==> config.mk <==
export PLATFORM = sky130hd
export DESIGN_NAME = adcsq_ctrl
export DESIGN_NICKNAME = d
export VERILOG_FILES = /design/src/verilog/adcsq_pkg.sv /design/src/verilog/adcsq_trig.sv /design/src/verilog/adcsq_flags.sv /design/src/verilog/adcsq_ctrl.sv
export SDC_FILE = /design/constraint.sdc
export NUM_CORES = 1
export LEC_CHECK = 0
export ABC_AREA = 0
export BUFFER_PORTS_ARGS = -buffer_cell sky130_fd_sc_hd__buf_2
export CAP_MARGIN = 5
export CELL_PAD_IN_SITES_DETAIL_PLACEMENT = 0
export CELL_PAD_IN_SITES_GLOBAL_PLACEMENT = 2
export CORE_UTILIZATION = 41
export CTS_CLUSTER_DIAMETER = 100
export DETAILED_ROUTE_END_ITERATION = 8
export GPL_ROUTABILITY_DRIVEN = 0
export PLACE_DENSITY = 0.83
export SLEW_MARGIN = 20
export SYNTH_ARGS = -nofsm -noshare
export SYNTH_HDL_FRONTEND = slang
export SYNTH_HIERARCHICAL = 1
export SYNTH_SLANG_ARGS = --single-unit
export TNS_END_PERCENT = 1
==> constraint.sdc <==
create_clock -name i_clock -period 2.3 [get_ports i_clock]
set_clock_uncertainty 0.15 [all_clocks]
set_input_delay 0.23 -clock i_clock [delete_from_list [all_inputs] [get_ports i_clock]]
set_output_delay 0.23 -clock i_clock [all_outputs]
set_load 0.01 [all_outputs]
==> src/verilog/adcsq_pkg.sv <==
// Shared constants and carrier types of the converter sequencer control block.
package adcsq_pkg;

	// Bus geometry.
	localparam int ADDR_W = 6;
	localparam int DATA_W = 16;
	localparam int NUM_INPUTS = 8;
	localparam int RES_W = 12;

	// Register byte offsets.
	localparam logic [5:0] OFS_CONV_CONTROL = 6'h00;
	localparam logic [5:0] OFS_TRIGGER_INPUT_SELECT = 6'h02;
	localparam logic [5:0] OFS_CONV_CONFIG = 6'h04;
	localparam logic [5:0] OFS_IRQ_FLAGS = 6'h06;
	localparam logic [5:0] OFS_IRQ_ENABLES = 6'h08;
	localparam logic [5:0] OFS_INPUT_RESULT_BASE = 6'h10;
	localparam logic [5:0] OFS_INPUT_RESULT_LAST = 6'h1e;

	// Control register field positions.
	localparam int POS_CUR_INPUT_LSB = 12;
	localparam int POS_BUSY = 10;
	localparam int POS_START = 1;
	localparam int POS_MODULE_ENABLE = 0;

	// Trigger and input select field positions.
	localparam int POS_LAST_INPUT_LSB = 11;
	localparam int POS_FIRST_INPUT_LSB = 8;
	localparam int POS_ALIGN = 7;
	localparam int POS_SCAN_MODE = 6;
	localparam int POS_TRIG_SEL_LSB = 4;
	localparam int POS_SAMPLE_LSB = 0;

	// Configuration and flag field positions.
	localparam int POS_VOLTAGE_RANGE_SELECT_LSB = 0;
	localparam int POS_OVERWRITE_LSB = 8;
	localparam int POS_COMPLETION_LSB = 0;

	// Reset values.
	localparam logic [2:0] RST_SAMPLE_TIME = 3'h7;
	localparam logic [2:0] RST_INPUT = 3'h0;
	localparam logic [1:0] RST_TRIG_SEL = 2'h0;
	localparam logic [1:0] RST_VOLTAGE_RANGE_SELECT = 2'h0;
	localparam logic [11:0] RST_RESULT = 12'h000;
	localparam logic [15:0] RST_READ_DATA = 16'h0000;

	// Timing: sampling length is the field value plus this many converter clocks.
	localparam logic [3:0] SAMPLE_BASE_CYCLES = 4'h4;

	// Highest implemented input; a stop after it shows input zero.
	localparam logic [2:0] MAX_INPUT = 3'h7;
	localparam logic [1:0] VOLTAGE_RANGE_SELECT_OFF = 2'h0;

	// Trigger source encodings.
	typedef enum logic [1:0] {
		ADCSQ_TRIG_SOFTWARE = 2'b00,
		ADCSQ_TRIG_TIMER = 2'b01,
		ADCSQ_TRIG_RESERVED = 2'b10,
		ADCSQ_TRIG_EXTERNAL = 2'b11
	} adcsq_trig_t;

	// Sequencer states.
	typedef enum logic [1:0] {
		ADCSQ_ST_IDLE = 2'b00,
		ADCSQ_ST_LAUNCH = 2'b01,
		ADCSQ_ST_CONVERT = 2'b10
	} adcsq_state_t;

	// Request to the analog core.
	typedef struct packed {
		logic start;
		logic [2:0] channel;
		logic [3:0] sample_cycles;
	} adcsq_core_req_t;

	// Answer from the analog core.
	typedef struct packed {
		logic done;
		logic [11:0] data;
	} adcsq_core_rsp_t;

endpackage

==> src/verilog/adcsq_trig.sv <==
// Trigger source selection and external pin edge detection.
`timescale 1ns/1ns
module adcsq_trig (
	// Clock and reset.
	input wire logic i_clock,
	input wire logic i_rst,
	// Selection and arming.
	input wire logic [1:0] i_trig_sel,
	input wire logic i_armed,
	input wire logic i_sw_go,
	// Trigger sources.
	input wire logic i_timer_underflow,
	input wire logic i_external_trigger_pin_n,
	// Resulting trigger pulse.
	output logic o_trigger
);

	logic pin_prev_ff;

	// The pin idles high, so reset to high to avoid a false edge after reset.
	always_ff @(posedge i_clock) begin
		if (i_rst) begin
			pin_prev_ff <= 1'b1;
		end else begin
			pin_prev_ff <= i_external_trigger_pin_n;
		end
	end

	// The reserved code selects nothing, so it never triggers.
	always_comb begin
		case (adcsq_pkg::adcsq_trig_t'(i_trig_sel))
			adcsq_pkg::ADCSQ_TRIG_SOFTWARE: o_trigger = i_sw_go;
			adcsq_pkg::ADCSQ_TRIG_TIMER: o_trigger = i_armed & i_timer_underflow;
			adcsq_pkg::ADCSQ_TRIG_EXTERNAL: begin
				o_trigger = i_armed & pin_prev_ff & ~i_external_trigger_pin_n;
			end
			default: o_trigger = 1'b0;
		endcase
	end

endmodule // adcsq_trig

==> src/verilog/adcsq_flags.sv <==
// Per-input completion and overwrite flags with write-one-to-clear.
`timescale 1ns/1ns
module adcsq_flags (
	// Clock and reset.
	input wire logic i_clock,
	input wire logic i_rst,
	// Result loads, one bit per input.
	input wire logic [7:0] i_load,
	// Software clears, one bit per input.
	input wire logic [7:0] i_clr_completion,
	input wire logic [7:0] i_clr_overwrite,
	// Flag state.
	output logic [7:0] o_completion,
	output logic [7:0] o_overwrite
);

	// A load in the same cycle as a clear wins, so no event is lost.
	for (genvar m = 0; m < adcsq_pkg::NUM_INPUTS; m++) begin : g_flag
		always_ff @(posedge i_clock) begin
			if (i_rst) begin
				o_completion[m] <= 1'b0;
			end else if (i_load[m]) begin
				o_completion[m] <= 1'b1;
			end else if (i_clr_completion[m]) begin
				o_completion[m] <= 1'b0;
			end
		end

		// Only the completion flag decides the error, never a read of the result.
		always_ff @(posedge i_clock) begin
			if (i_rst) begin
				o_overwrite[m] <= 1'b0;
			end else if (i_load[m] & o_completion[m]) begin
				o_overwrite[m] <= 1'b1;
			end else if (i_clr_overwrite[m]) begin
				o_overwrite[m] <= 1'b0;
			end
		end
	end

endmodule // adcsq_flags

==> src/verilog/adcsq_ctrl.sv <==
// Sequencer, register file and result storage of the converter control block.
`timescale 1ns/1ns

// Functional notes
// - Result load sets that input's completion flag.
// - Load while completion set sets overwrite flag.
// - Overwrite error never stops the scan.
// - Overwrite ignores whether result was read.
// - Interrupt only for enabled, set flags.
// - Flags in 15-8/7-0, write one clears.
// - Bits 14-12 show input being converted.
// - After stop show last input; highest shows zero.
// - Busy bit 10 high while converting.
// - Start bit starts or arms; zero stops later.
// - Start bit never clears itself.
// - Module enable gates clock; terminate first.
// - Alignment bit picks left or right justify.
// - Alignment change re-justifies reads instantly.
// - Bit 6 selects continuous or one-time.
// - Bits 5-4 choose software, timer, external trigger.
// - Sampling length is field plus four.
// - Voltage range zero blocks conversion.
// - Eight read-only results, reset to zero.
// - Triggers accepted only while idle.
// - Inputs converted first to last ascending.
// - One-time stops after range; continuous repeats.
// - External pin falling edge starts when armed.
module adcsq_ctrl (
	// Clock and reset.
	input wire logic i_clock,
	input wire logic i_rst,
	// Register port.
	input wire logic [5:0] i_addr,
	input wire logic [15:0] i_wdata,
	input wire logic i_wr,
	input wire logic i_rd,
	output logic [15:0] o_rdata,
	// Trigger sources.
	input wire logic i_timer_underflow,
	input wire logic i_external_trigger_pin_n,
	// Analog core.
	output adcsq_pkg::adcsq_core_req_t o_core_req,
	input wire adcsq_pkg::adcsq_core_rsp_t i_core_rsp,
	output logic o_core_clock_en,
	// Interrupt request.
	output logic o_irq
);

	// Software visible settings.
	logic conv_start_ff;
	logic module_enable_ff;
	logic [2:0] last_input_select_ff;
	logic [2:0] first_input_select_ff;
	logic result_alignment_ff;
	logic scan_mode_ff;
	logic [1:0] trigger_select_ff;
	logic [2:0] sample_time_select_ff;
	logic [1:0] voltage_range_select_ff;
	logic [7:0] overwrite_irq_enable_ff;
	logic [7:0] completion_irq_enable_ff;

	// Sequencer state.
	adcsq_pkg::adcsq_state_t state_ff;
	adcsq_pkg::adcsq_state_t nxt_state;
	logic [2:0] current_input_status_ff;
	logic [2:0] nxt_current_input;
	logic sw_used_ff;
	logic [11:0] result_value_ff [8];

	// Bus side signals.
	logic wr_ctl;
	logic wr_trg;
	logic wr_cfg;
	logic wr_flags;
	logic wr_enables;
	logic [15:0] nxt_rdata;
	logic [2:0] rd_index;

	// Flag and trigger signals.
	logic [7:0] load_onehot;
	logic [7:0] completion_flag;
	logic [7:0] overwrite_flag;
	logic trigger;
	logic conv_busy_status;
	logic can_run;
	logic last_of_range;
	logic keep_going;

	// Write decode; strobes are never both high.
	assign wr_ctl = i_wr & (i_addr == adcsq_pkg::OFS_CONV_CONTROL);
	assign wr_trg = i_wr & (i_addr == adcsq_pkg::OFS_TRIGGER_INPUT_SELECT);
	assign wr_cfg = i_wr & (i_addr == adcsq_pkg::OFS_CONV_CONFIG);
	assign wr_flags = i_wr & (i_addr == adcsq_pkg::OFS_IRQ_FLAGS);
	assign wr_enables = i_wr & (i_addr == adcsq_pkg::OFS_IRQ_ENABLES);

	// Busy is any non-idle state.
	assign conv_busy_status = (state_ff != adcsq_pkg::ADCSQ_ST_IDLE);

	// Conversion needs the module on and a usable voltage range.
	assign can_run = module_enable_ff
		& (voltage_range_select_ff != adcsq_pkg::VOLTAGE_RANGE_SELECT_OFF);

	// Control register. The start bit only changes by software writes.
	always_ff @(posedge i_clock) begin
		if (i_rst) begin
			conv_start_ff <= 1'b0;
			module_enable_ff <= 1'b0;
		end else if (wr_ctl) begin
			conv_start_ff <= i_wdata[adcsq_pkg::POS_START];
			module_enable_ff <= i_wdata[adcsq_pkg::POS_MODULE_ENABLE];
		end
	end

	// Trigger and input select register; software keeps it still while busy.
	always_ff @(posedge i_clock) begin
		if (i_rst) begin
			last_input_select_ff <= adcsq_pkg::RST_INPUT;
			first_input_select_ff <= adcsq_pkg::RST_INPUT;
			result_alignment_ff <= 1'b0;
			scan_mode_ff <= 1'b0;
			trigger_select_ff <= adcsq_pkg::RST_TRIG_SEL;
			sample_time_select_ff <= adcsq_pkg::RST_SAMPLE_TIME;
		end else if (wr_trg) begin
			last_input_select_ff <= i_wdata[adcsq_pkg::POS_LAST_INPUT_LSB +: 3];
			first_input_select_ff <= i_wdata[adcsq_pkg::POS_FIRST_INPUT_LSB +: 3];
			result_alignment_ff <= i_wdata[adcsq_pkg::POS_ALIGN];
			scan_mode_ff <= i_wdata[adcsq_pkg::POS_SCAN_MODE];
			trigger_select_ff <= i_wdata[adcsq_pkg::POS_TRIG_SEL_LSB +: 2];
			sample_time_select_ff <= i_wdata[adcsq_pkg::POS_SAMPLE_LSB +: 3];
		end
	end

	// Configuration register.
	always_ff @(posedge i_clock) begin
		if (i_rst) begin
			voltage_range_select_ff <= adcsq_pkg::RST_VOLTAGE_RANGE_SELECT;
		end else if (wr_cfg) begin
			voltage_range_select_ff <= i_wdata[adcsq_pkg::POS_VOLTAGE_RANGE_SELECT_LSB +: 2];
		end
	end

	// Interrupt enable register.
	always_ff @(posedge i_clock) begin
		if (i_rst) begin
			overwrite_irq_enable_ff <= 8'h00;
			completion_irq_enable_ff <= 8'h00;
		end else if (wr_enables) begin
			overwrite_irq_enable_ff <= i_wdata[adcsq_pkg::POS_OVERWRITE_LSB +: 8];
			completion_irq_enable_ff <= i_wdata[adcsq_pkg::POS_COMPLETION_LSB +: 8];
		end
	end

	// A software start is used once until the start bit is written zero.
	always_ff @(posedge i_clock) begin
		if (i_rst) begin
			sw_used_ff <= 1'b0;
		end else if (!conv_start_ff) begin
			sw_used_ff <= 1'b0;
		end else if (trigger && !conv_busy_status) begin
			sw_used_ff <= 1'b1;
		end
	end

	// Trigger selection and external edge detection.
	adcsq_trig u_trig (
		.i_clock(i_clock),
		.i_rst(i_rst),
		.i_trig_sel(trigger_select_ff),
		.i_armed(conv_start_ff),
		.i_sw_go(conv_start_ff & ~sw_used_ff),
		.i_timer_underflow(i_timer_underflow),
		.i_external_trigger_pin_n(i_external_trigger_pin_n),
		.o_trigger(trigger)
	);

	// The scan ends at the last input; the range is trusted to be ordered.
	assign last_of_range = (current_input_status_ff == last_input_select_ff);

	// Continue only while started, enabled and, at range end, in continuous mode.
	assign keep_going = conv_start_ff & can_run & (~last_of_range | scan_mode_ff);

	// Sequencer next state. Overwrite errors play no part here.
	always_comb begin
		nxt_state = state_ff;
		nxt_current_input = current_input_status_ff;
		case (state_ff)
			adcsq_pkg::ADCSQ_ST_IDLE: begin
				if (trigger && can_run) begin
					nxt_state = adcsq_pkg::ADCSQ_ST_LAUNCH;
					nxt_current_input = first_input_select_ff;
				end
			end
			adcsq_pkg::ADCSQ_ST_LAUNCH: begin
				nxt_state = adcsq_pkg::ADCSQ_ST_CONVERT;
			end
			adcsq_pkg::ADCSQ_ST_CONVERT: begin
				if (i_core_rsp.done) begin
					if (keep_going) begin
						nxt_state = adcsq_pkg::ADCSQ_ST_LAUNCH;
						if (last_of_range) begin
							nxt_current_input = first_input_select_ff;
						end else begin
							nxt_current_input = current_input_status_ff + 3'h1;
						end
					end else begin
						nxt_state = adcsq_pkg::ADCSQ_ST_IDLE;
						if (current_input_status_ff == adcsq_pkg::MAX_INPUT) begin
							nxt_current_input = adcsq_pkg::RST_INPUT;
						end
					end
				end
			end
			default: begin
				nxt_state = adcsq_pkg::ADCSQ_ST_IDLE;
			end
		endcase
	end

	// Sequencer state registers.
	always_ff @(posedge i_clock) begin
		if (i_rst) begin
			state_ff <= adcsq_pkg::ADCSQ_ST_IDLE;
			current_input_status_ff <= adcsq_pkg::RST_INPUT;
		end else begin
			state_ff <= nxt_state;
			current_input_status_ff <= nxt_current_input;
		end
	end

	// Core request: one-cycle start pulse with channel and sampling length.
	always_ff @(posedge i_clock) begin
		if (i_rst) begin
			o_core_req <= '0;
		end else begin
			o_core_req.start <= (nxt_state == adcsq_pkg::ADCSQ_ST_LAUNCH);
			o_core_req.channel <= nxt_current_input;
			o_core_req.sample_cycles <= {1'b0, sample_time_select_ff}
				+ adcsq_pkg::SAMPLE_BASE_CYCLES;
		end
	end

	// The core clock runs while enabled and until a running scan ends,
	// so clearing the enable lets the current conversion terminate.
	always_ff @(posedge i_clock) begin
		if (i_rst) begin
			o_core_clock_en <= 1'b0;
		end else begin
			o_core_clock_en <= module_enable_ff | conv_busy_status;
		end
	end

	// One-hot load strobe for the input whose result arrives.
	for (genvar m = 0; m < adcsq_pkg::NUM_INPUTS; m++) begin : g_result
		assign load_onehot[m] = i_core_rsp.done
			& (state_ff == adcsq_pkg::ADCSQ_ST_CONVERT)
			& (current_input_status_ff == 3'(m));

		// Results are stored raw; justification is applied only on read.
		always_ff @(posedge i_clock) begin
			if (i_rst) begin
				result_value_ff[m] <= adcsq_pkg::RST_RESULT;
			end else if (load_onehot[m]) begin
				result_value_ff[m] <= i_core_rsp.data;
			end
		end
	end

	// Flag bank; write one clears, set wins over a clear in the same cycle.
	adcsq_flags u_flags (
		.i_clock(i_clock),
		.i_rst(i_rst),
		.i_load(load_onehot),
		.i_clr_completion(wr_flags ? i_wdata[adcsq_pkg::POS_COMPLETION_LSB +: 8] : 8'h00),
		.i_clr_overwrite(wr_flags ? i_wdata[adcsq_pkg::POS_OVERWRITE_LSB +: 8] : 8'h00),
		.o_completion(completion_flag),
		.o_overwrite(overwrite_flag)
	);

	// Registered interrupt so the output is glitch free.
	always_ff @(posedge i_clock) begin
		if (i_rst) begin
			o_irq <= 1'b0;
		end else begin
			o_irq <= |({overwrite_flag, completion_flag}
				& {overwrite_irq_enable_ff, completion_irq_enable_ff});
		end
	end

	// Result index from the word address.
	assign rd_index = i_addr[3:1];

	// Read mux; reserved bits and unmapped addresses read zero.
	always_comb begin
		nxt_rdata = 16'h0000;
		if (i_addr == adcsq_pkg::OFS_CONV_CONTROL) begin
			nxt_rdata[adcsq_pkg::POS_CUR_INPUT_LSB +: 3] = current_input_status_ff;
			nxt_rdata[adcsq_pkg::POS_BUSY] = conv_busy_status;
			nxt_rdata[adcsq_pkg::POS_START] = conv_start_ff;
			nxt_rdata[adcsq_pkg::POS_MODULE_ENABLE] = module_enable_ff;
		end else if (i_addr == adcsq_pkg::OFS_TRIGGER_INPUT_SELECT) begin
			nxt_rdata[adcsq_pkg::POS_LAST_INPUT_LSB +: 3] = last_input_select_ff;
			nxt_rdata[adcsq_pkg::POS_FIRST_INPUT_LSB +: 3] = first_input_select_ff;
			nxt_rdata[adcsq_pkg::POS_ALIGN] = result_alignment_ff;
			nxt_rdata[adcsq_pkg::POS_SCAN_MODE] = scan_mode_ff;
			nxt_rdata[adcsq_pkg::POS_TRIG_SEL_LSB +: 2] = trigger_select_ff;
			nxt_rdata[adcsq_pkg::POS_SAMPLE_LSB +: 3] = sample_time_select_ff;
		end else if (i_addr == adcsq_pkg::OFS_CONV_CONFIG) begin
			nxt_rdata[adcsq_pkg::POS_VOLTAGE_RANGE_SELECT_LSB +: 2] = voltage_range_select_ff;
		end else if (i_addr == adcsq_pkg::OFS_IRQ_FLAGS) begin
			nxt_rdata = {overwrite_flag, completion_flag};
		end else if (i_addr == adcsq_pkg::OFS_IRQ_ENABLES) begin
			nxt_rdata = {overwrite_irq_enable_ff, completion_irq_enable_ff};
		end else if ((i_addr >= adcsq_pkg::OFS_INPUT_RESULT_BASE)
			&& (i_addr <= adcsq_pkg::OFS_INPUT_RESULT_LAST) && !i_addr[0]) begin
			if (result_alignment_ff) begin
				nxt_rdata = {result_value_ff[rd_index], 4'h0};
			end else begin
				nxt_rdata = {4'h0, result_value_ff[rd_index]};
			end
		end
	end

	// Read data stands only in the cycle after the read strobe.
	always_ff @(posedge i_clock) begin
		if (i_rst) begin
			o_rdata <= adcsq_pkg::RST_READ_DATA;
		end else if (i_rd) begin
			o_rdata <= nxt_rdata;
		end else begin
			o_rdata <= adcsq_pkg::RST_READ_DATA;
		end
	end

endmodule // adcsq_ctrl

==> results of run 1 <==
[final timing paths]
check / startpoint / end / slack, ns / depth (start not counted)
setup / recovery: conv_start_ff / o_core_req[4] / 0.19 / 8
hold / removal: i_core_rsp[7] / result_value_ff[6][7] / 0.01 / 2
setup reg to reg: conv_start_ff / o_core_req[4] / 0.19 / 8
hold reg to reg: overwrite_irq_enable_ff[3] / overwrite_irq_enable_ff[3] / 0.34 / 2
[power by group through the flow]
stage | Combinational, W | Clock, W | Sequential, W
after floorplan | 0.000231 | 0 | 0.00343
after global placement | 0.000402 | 0 | 0.00344
after detailed placement | 0.000407 | 0 | 0.00344
after CTS | 0.000436 | 0.00324 | 0.00337
after global routing | 0.000466 | 0.00337 | 0.00338
final | 0.000436 | 0.00321 | 0.00337
[worst max-delay path: cells and delay by family (launching register included)]
family,cells,cell delay (ns)
AND/OR/NAND/NOR,2,0.46
flip-flops,1,0.45
AO/OA/AOI/OAI,6,0.99
[layout make-up]
class | count | share of cell area (%)
Inverter | 22 | 0.8319
Clock inverter | 14 | 2.281
Sequential cell | 175 | 44.97
Timing Repair Buffer | 137 | 9.327
Multi-Input combinational cell | 471 | 34.91
Antenna cell | 2 | 0.05042
Tap cell | 265 | 3.340
Clock buffer | 17 | 4.285
[per-stage QoR]
step / utilization [%] / setup slack (ns) / hold slack, ns / setup TNS [ns]
global placement: 46.12 / 0.01854 / 0.2812 / 0
global route: 50.48 / 0.01847 / 0.01711 / 0
floorplan: - / 0.4230 / 0.1771 / 0
finish: 50.51 / 0.1923 / 0.01255 / 0
detailed placement: 46.12 / -0.02932 / 0.2803 / -0.02932
CTS: 50.46 / 0.05591 / 0.001524 / 0
[flip-flops by register name (all words and copies together), names as in the netlist]
signal                    flops
result_value_ff              96
o_rdata                      16
completion_irq_enable_ff      8
o_core_req                    8
overwrite_irq_enable_ff       8
u_flags/o_completion          8
u_flags/o_overwrite           8
first_input_select_ff         3
last_input_select_ff          3
sample_time_select_ff         3
state_ff                      2
trigger_select_ff             2
voltage_range_select_ff       2
conv_start_ff                 1
module_enable_ff              1
o_core_clock_en               1
o_irq                         1
result_alignment_ff           1
scan_mode_ff                  1
sw_used_ff                    1
u_trig/pin_prev_ff            1
[Yosys cell counts, types with 18 or more instances]
| library cell | n |
|---|---|
| mux4_2 | 18 |
| inv_1 | 21 |
| dfxtp_1 | 79 |
| and3_1 | 75 |
| nand3_1 | 22 |
| a21oi_1 | 46 |
| mux2i_1 | 18 |
| and2_1 | 52 |
| edfxtp_1 | 96 |
| nor2_1 | 32 |
| clkbuf_1 | 27 |
| nand2_1 | 49 |
| nand2b_1 | 20 |
[layer usage]
metal / GRT usage (%) / wire length, um / share of wire [%]
met5: 0 / 0 / 0
met4: 8.199 / 391 / 1.7
met3: 5.166 / 1631 / 6.9
met2: 37.30 / 10920 / 46
met1: 33.58 / 10730 / 45
[kinds of logic after synthesis]
group,after synthesis
compound gates,131
xor+xnor,3
fa+ha+maj,6
buf+inv,73
flops,175
mux,47
simple gates,284
[what timing repair did]
action / CTS / global route
endpoints found under the hold margin: 36 / 0
resized for setup: 0 / 2
setup endpoints to repair: 0 / 15
hold buffers: 20 / 0
==> results.toml, run 1 <==
[global_routing]
grt_pass1_wl_mm = 35.97
grt_max_degree = 63
grtUsageTotal_pct = 24.16
antenna_found_initial = 0
grt_pass1_vias = 6110
grt-ovfl-total = 0

[finish]
seqCellArea_um2 = 4464
fin_cells = 1103
final_cell_mix = "edfxtp_1, dfxtp_1, and3_1, buf_2, and2_1"
final_common_cell = "edfxtp_1"
drive_above_1_share_pct = 24.04
finalInstanceArea_um2 = 9927
syn2layout_area_growth_pct = 19.74
final_net_count = 871
num-fill-cells = 1796
multiInputGateArea_um2 = 3466

[synth]
synth_top_area_cell = "edfxtp_1"
synth_enable_flop_cells = 96
synth_xor_area_share_pct = 0.3169
synth_compound_area_share_pct = 11.26
synthTopCellsByArea = "edfxtp_1, dfxtp_1, and3_1, mux4_2, and2_1"
ys.flop_type = "edfxtp_1"
synth_mux_area_share_pct = 9.644
yosys_warnings = 6
synth_cells = 719
synth.distinct_cells = 69
synth_nets = 766
synth_top_area_share_pct = 34.77
async_flop_share_pct = 0
syn_area_um2 = 8290
synthAdderAreaFrac_pct = 0.9055
synth_area_per_cell_um2 = 11.53
ys_seq_elements = 175
synth_top_family_by_area = "simple AND/OR/NAND/NOR gates"
yosysSeqAreaShare_pct = 53.85
yosys.area_share.simple_pct = 19.62

[critical_path]
cp.arrival_ns = 2.33
path_cells = "nor2b_1 -> o21bai_1 -> a22oi_1 -> nor3b_1 -> o211ai_1 -> o211a_1 -> a211o_1 -> a21oi_1"
cp-end-kind = "flip-flop"
critPathMaxFanout = 7
required_ns = 2.52
slowest_delay_ns = 0.45
criticalPathCategory = "flip-flop to flip-flop"
crit_slowest_cell = "dfxtp_1"
start_kind = "flip-flop"

[clocking]
htreeDepth = 4
cts.path.max_buffers = 2
clock-root-buffer = "clkbuf_16"
postCtsSetupBuffers = 0
clkTransAtPathRegs_ns = 0.07
cts_tree = "done"
cts_buffers = 17
clock-sinks = 175
clk-insertion-delay-late_ns = 0.44

[die]
ios = 67
coreArea_um2 = 19650
start_util_pct = 42.18
dieArea_um2 = 20790
die_h_um = 144.2
rows = 51
die_w_um = 144.2

[route]
vias_per_cell = 5.659
drt-initial-drc-count = 568
finalWirelength_mm = 23.67
first_pass_iters = 5
vias = 6242
wl_per_cell_um = 21.46
drc = 0
postRouteAntennaNets = 0

[place]
io_buffers = 66
dp_cells = 1050
dp.final_hpwl_mm = 16.64
dpl-instance-area_um2 = 9065

[timing]
rsz0062_at_grt = "false"
timing.fmax_mhz = 474.5
post-route-min-period_ns = 2.108
final-setup-viol-count = 0
worst_pin_slew_ns = 0.7243
min_period_over_period_pct = 91.64
finalHoldViolations = 0
drv_slew = 0
timing.slew.headroom_pct = 51.71

[pwr]
p_sw_share_pct = 22.03
leakagePower_nw = 4.072
p_int_w = 0.005473
ir_drop_uv = 492.2
net-switching-power_w = 0.001546
power_frac_comb_pct = 6.2
clock_power_share_pct = 45.7
powerDensity_nw_per_um2 = 707.1
total_power_w = 0.007019
pwr-share-seq_pct = 48.1

[min_path]
worstHoldPathType = "input pin to flip-flop"

[run_status]
run_status = "completed"

[flow_run]
max_cap_viol_count = 0
Note: power is estimated with default switching activity, not from simulation.
==> inputs of run 2 (changes only) <==
Settings changed: CELL_PAD_IN_SITES_DETAIL_PLACEMENT 0 to 1.
==> run 2 against run 1 <==
Effect of this change:
- combinational power increased by 3%
- register-to-register slack worse by 0.04 ns
- non-clock buffer count is the same
- critical path depth down 3
- cell count about the same
- setup slack got worse by 0.043 ns
==> results.toml, run 2 (synthesis gave the netlist of run 1 again) <==
[die]
ios = 67
start_util_pct = 42.18
dieArea_um2 = 20790
rows = 51
die_h_um = 144.2
die_w_um = 144.2
coreArea_um2 = 19650

[critical_path]
r2r_cells = 5
crit_path_end = "o_rdata[1]"
criticalPathCategory = "flip-flop to flip-flop"
path_cells = "mux4_1 -> mux2_2 -> a22oi_1 -> a2111oi_0 -> a31o_1"
reg2reg_slack_ns = 0.15
worstSetupStartpoint = "result_value_ff[1][1]"
start_kind = "flip-flop"
required_ns = 2.48
slowest_delay_ns = 0.53
critPathMaxFanout = 2
crit_slowest_cell = "mux4_1"
timing.rr.start = "result_value_ff[1][1]"
cp.arrival_ns = 2.33
r2r-end = "o_rdata[1]"
cp-end-kind = "flip-flop"

[timing]
tns_ns = 0
drv_slew = 0
final-setup-viol-count = 0
finalHoldViolations = 0
rsz0062_at_grt = "false"
setup_ws_ns = 0.1493
post-route-min-period_ns = 2.151
timing.slew.headroom_pct = 50.52
min_period_over_period_pct = 93.51
timing.fmax_mhz = 465.0
worst_pin_slew_ns = 0.7422

[route]
wl_per_cell_um = 23.91
drt-initial-drc-count = 608
finalWirelength_mm = 26.35
vias = 6476
postRouteAntennaNets = 0
drc = 0
first_pass_iters = 5
vias_per_cell = 5.877

[clocking]
cts.path.max_buffers = 2
clock-sinks = 175
clock-root-buffer = "clkbuf_16"
clkTransAtPathRegs_ns = 0.07
htreeDepth = 4
cts_tree = "done"
cts_buffers = 17
clk-insertion-delay-late_ns = 0.43

[global_routing]
grt_pass1_wl_mm = 40.32
antenna_found_initial = 0
grtUsageTotal_pct = 26.88
grt_max_degree = 63
grt_pass1_vias = 6777
grt-ovfl-total = 0

[flow_run]
max_cap_viol_count = 0

[finish]
num-fill-cells = 2162
drive_above_1_share_pct = 24.13
diodes = 0
largest_register = "result_value_ff"
final_cell_mix = "edfxtp_1, dfxtp_1, and3_1, buf_2, and2_1"
final_net_count = 871
reg_top3 = "result_value_ff: 96 flops, o_rdata: 16 flops"
syn2layout_area_growth_pct = 19.53
multiInputGateArea_um2 = 3471
largest_reg_flops = 96
final_common_cell = "edfxtp_1"
seqCellArea_um2 = 4464

[pwr]
leakagePower_nw = 4.073
total_power_w = 0.006980
powerDensity_nw_per_um2 = 704.4
ir_drop_uv = 492.6

[place]
place_ws_ns = -0.05754
dp.final_hpwl_mm = 18.40
io_buffers = 66

[min_path]
worstHoldPathType = "input pin to flip-flop"

[run_status]
run_status = "completed"
==> run 2: changes by cell type in the layout (fill, tap and decap cells not counted), sizes merged <==
| cell | change |
|---|---|
| bufinv | -1 |
| clkbuf | +1 |
| clkinv | +4 |
| clkinvlp | -1 |
| diode | -2 |
| inv | -2 |
==> run 2: per-layer routing <==
layer / vias up / part of all wire [%] / global-route usage [%]
li1: 2861 / - / -
met1: 3275 / 44 / 36.00
met2: 289 / 47 / 43.78
met3: 51 / 6.4 / 4.570
met4: 0 / 2.7 / 9.751
met5: - / 0 / 0
==> run 2: stage by stage <==
stage / instance area, um^2 / hold slack (ns) / instances / utilization [%]
floorplan: 8290 / 0.1771 / 719 / -
global placement: 9065 / 0.2812 / 1050 / 46.12
detailed placement: 9065 / 0.2757 / 1050 / 46.12
CTS: 9899 / 0.004647 / 1102 / 50.37
global route: 9910 / 0.03176 / 1102 / 50.42
finish: 9910 / 0.01590 / 1102 / 50.42
==> run 2: what timing repair did <==
action / in CTS / in global routing
buffers inserted: 0 / 0
endpoints found under the hold margin: 35 / 0
resized for setup: 0 / 3
setup endpoints to repair: 0 / 18
hold buffers: 20 / 0
==> run 2: worst min-delay path by stage <==
stage	depth (start not counted)	slack [ns]	endpoint	start
4_1_cts	2	0.005	result_value_ff[5][2]	i_core_rsp[2]
3_3_place_gp	2	0.28	u_trig/pin_prev_ff	i_external_trigger_pin_n
2_1_floorplan	1	0.18	u_trig/pin_prev_ff	i_rst
6_report	2	0.02	result_value_ff[5][2]	i_core_rsp[2]
3_5_place_dp	2	0.28	u_trig/pin_prev_ff	i_external_trigger_pin_n
5_1_grt	2	0.03	result_value_ff[4][3]	i_core_rsp[3]
==> run 2: power by group <==
| part | internal, W | switching [W] |
|---|---|---|
| clock | 0.00184 | 0.00131 |
| sequential | 0.00335 | 0.0000240 |
| combinational | 0.000177 | 0.000272 |
==> run 2: area by class of cell <==
class	instances	area share [%]
Tap cell	265	3.346
Timing Repair Buffer	137	9.343
Clock inverter	14	2.071
Multi-Input combinational cell	471	35.03
Inverter	22	0.8333
Clock buffer	18	4.331
Sequential cell	175	45.05
==> run 2: critical path: cells and delay by family, from the launching register on <==
kind | cells | cell delay (ns)
muxes | 2 | 0.87
AOI/OAI and AO/OA | 3 | 0.61
DFF | 1 | 0.41
==> inputs of run 3 (changes only) <==
Settings changed: CORE_UTILIZATION 41 to 44, PLACE_DENSITY 0.83 to 0.88.
Clock period 2.3 ns to 2.5 ns, I/O delays scaled along.
==> run 3 against run 2 <==
Effect of this change:
- power fell by 13%
- combinational power fell by 11%
- sequential power fell by 8.0%
- setup slack improved by 0.060 ns
- via count fell by 0.28%
- register-to-register slack improved by 0.06 ns
==> results.toml, run 3 (synthesis gave the netlist of run 1 again) <==
[die]
dieArea_um2 = 19390
ios = 67
coreArea_um2 = 18210
die_w_um = 139.3
start_util_pct = 45.53
rows = 49
die_h_um = 139.3

[finish]
syn2layout_area_growth_pct = 16.41
largest_reg_flops = 96
drive_above_1_share_pct = 22.75
seqCellArea_um2 = 4464
reg_top3 = "result_value_ff: 96 flops, o_rdata: 16 flops"
final_net_count = 856
num-fill-cells = 1924
diodes = 0
finalInstanceArea_um2 = 9651
multiInputGateArea_um2 = 3461
largest_register = "result_value_ff"
final_cell_mix = "edfxtp_1, dfxtp_1, and3_1, buf_2, and2_1"
final_common_cell = "edfxtp_1"

[critical_path]
cp.arrival_ns = 2.44
r2r_cells = 5
worstSetupStartpoint = "o_core_req[4]"
critPathMaxFanout = 12
cp-end-kind = "flip-flop"
crit_path_end = "result_value_ff[7][7]"
criticalPathCategory = "flip-flop to flip-flop"
required_ns = 2.65
r2r-end = "result_value_ff[7][7]"
reg2reg_slack_ns = 0.21
timing.rr.start = "o_core_req[4]"
start_kind = "flip-flop"

[global_routing]
grt-ovfl-total = 0
grt_pass1_wl_mm = 38.85
grtUsageTotal_pct = 27.06
grt_max_degree = 64
antenna_found_initial = 1
grt_pass1_vias = 6613

[timing]
timing.slew.headroom_pct = 36.88
post-route-min-period_ns = 2.291
worst_pin_slew_ns = 0.9434
drv_slew = 0
rsz0062_at_grt = "false"
final-setup-viol-count = 0
timing.fmax_mhz = 436.5
finalHoldViolations = 0
min_period_over_period_pct = 91.64
tns_ns = 0

[clocking]
clock-sinks = 175
clock-root-buffer = "clkbuf_16"
htreeDepth = 4
cts.path.max_buffers = 2
clkTransAtPathRegs_ns = 0.07
cts_tree = "done"
clk-insertion-delay-late_ns = 0.43
ctsResizeCount = 0
cts_buffers = 17
postCtsSetupBuffers = 0

[route]
drc = 0
met1_length_mm = 10.79
first_pass_iters = 5
topRoutingLayerUsed = "met5"
finalWirelength_mm = 25.57
wl_met3_mm = 2.094
postRouteAntennaNets = 0
dr_wl_met2_mm = 12.06
drt-initial-drc-count = 658
vias_per_cell = 6.145
vias = 6458
wl_per_cell_um = 24.33

[place]
io_buffers = 66
dpl-instance-area_um2 = 8917
dp.final_hpwl_mm = 17.78

[min_path]
worstHoldPathType = "input pin to flip-flop"

[pwr]
ir_drop_uv = 460.1
leakagePower_nw = 3.951
powerDensity_nw_per_um2 = 632.5

[flow_run]
max_cap_viol_count = 0

[run_status]
run_status = "completed"
[run 3: cell count changes in the layout (fill, tap and decap cells not counted), sizes merged]
cell / delta
clkinvlp: +2
buf: -12
dlygate4sd3: -3
inv: +1
bufinv: -3
[run 3: what timing repair did]
item | 4_1_cts | 5_1_grt
hold endpoints to repair | 29 | 0
setup endpoints to repair | 0 | 0
hold buffers | 17 | 0
[run 3: report_power, final]
part	internal [W]	switching [W]	leakage (nW)	total (W)
Sequential	0.00308	0.0000218	1.63	0.00311
Combinational	0.000154	0.000247	2.05	0.000401
Clock	0.00139	0.00121	0.271	0.00260
Total	0.00463	0.00147	3.95	0.00610
[run 3: worst min-delay path by stage]
stage | from | depth (start not counted) | end
2_1_floorplan | i_rst | 1 | u_trig/pin_prev_ff
3_3_place_gp | i_external_trigger_pin_n | 2 | u_trig/pin_prev_ff
3_5_place_dp | i_external_trigger_pin_n | 2 | u_trig/pin_prev_ff
4_1_cts | i_core_rsp[2] | 2 | result_value_ff[4][2]
5_1_grt | i_core_rsp[2] | 2 | result_value_ff[4][2]
6_report | i_core_rsp[2] | 2 | result_value_ff[4][2]
[run 3: per-layer routing]
layer	up-vias	GRT usage, %
li1	2839	-
met1	3282	35.71
met2	282	43.08
met3	53	6.917
met4	2	9.825
met5	-	0
[run 3: through the flow]
stage	instances	setup slack (ns)	power (W)	hold slack, ns	util (%)
after global placement	1002	0.1729	0.003521	0.3009	48.97
after detailed placement	1002	0.1526	0.003541	0.3027	48.97
after floorplan	719	0.6030	0.003372	0.1971	-
after global routing	1051	0.09118	0.006233	0.03079	53.00
final	1051	0.2090	0.006104	0.02768	53.00
after CTS	1051	0.2283	0.006122	0.01613	53.00
[run 3: cell type report]
type / instances / area share, %
multi-input cells: 471 / 35.86
inverters: 22 / 0.8557
repair buffers: 122 / 8.220
flip-flops and latches: 175 / 46.26
clock buffers: 18 / 4.447
clock inverters: 14 / 1.387
well taps: 229 / 2.969
[run 3: worst max-delay path, stage by stage, from the launching register on]
cell     delay, ns
dfxtp_1       0.49
ha_1          0.23
ha_1          0.16
nand2_1       0.14
nor2_1        0.75
and2_1        0.24
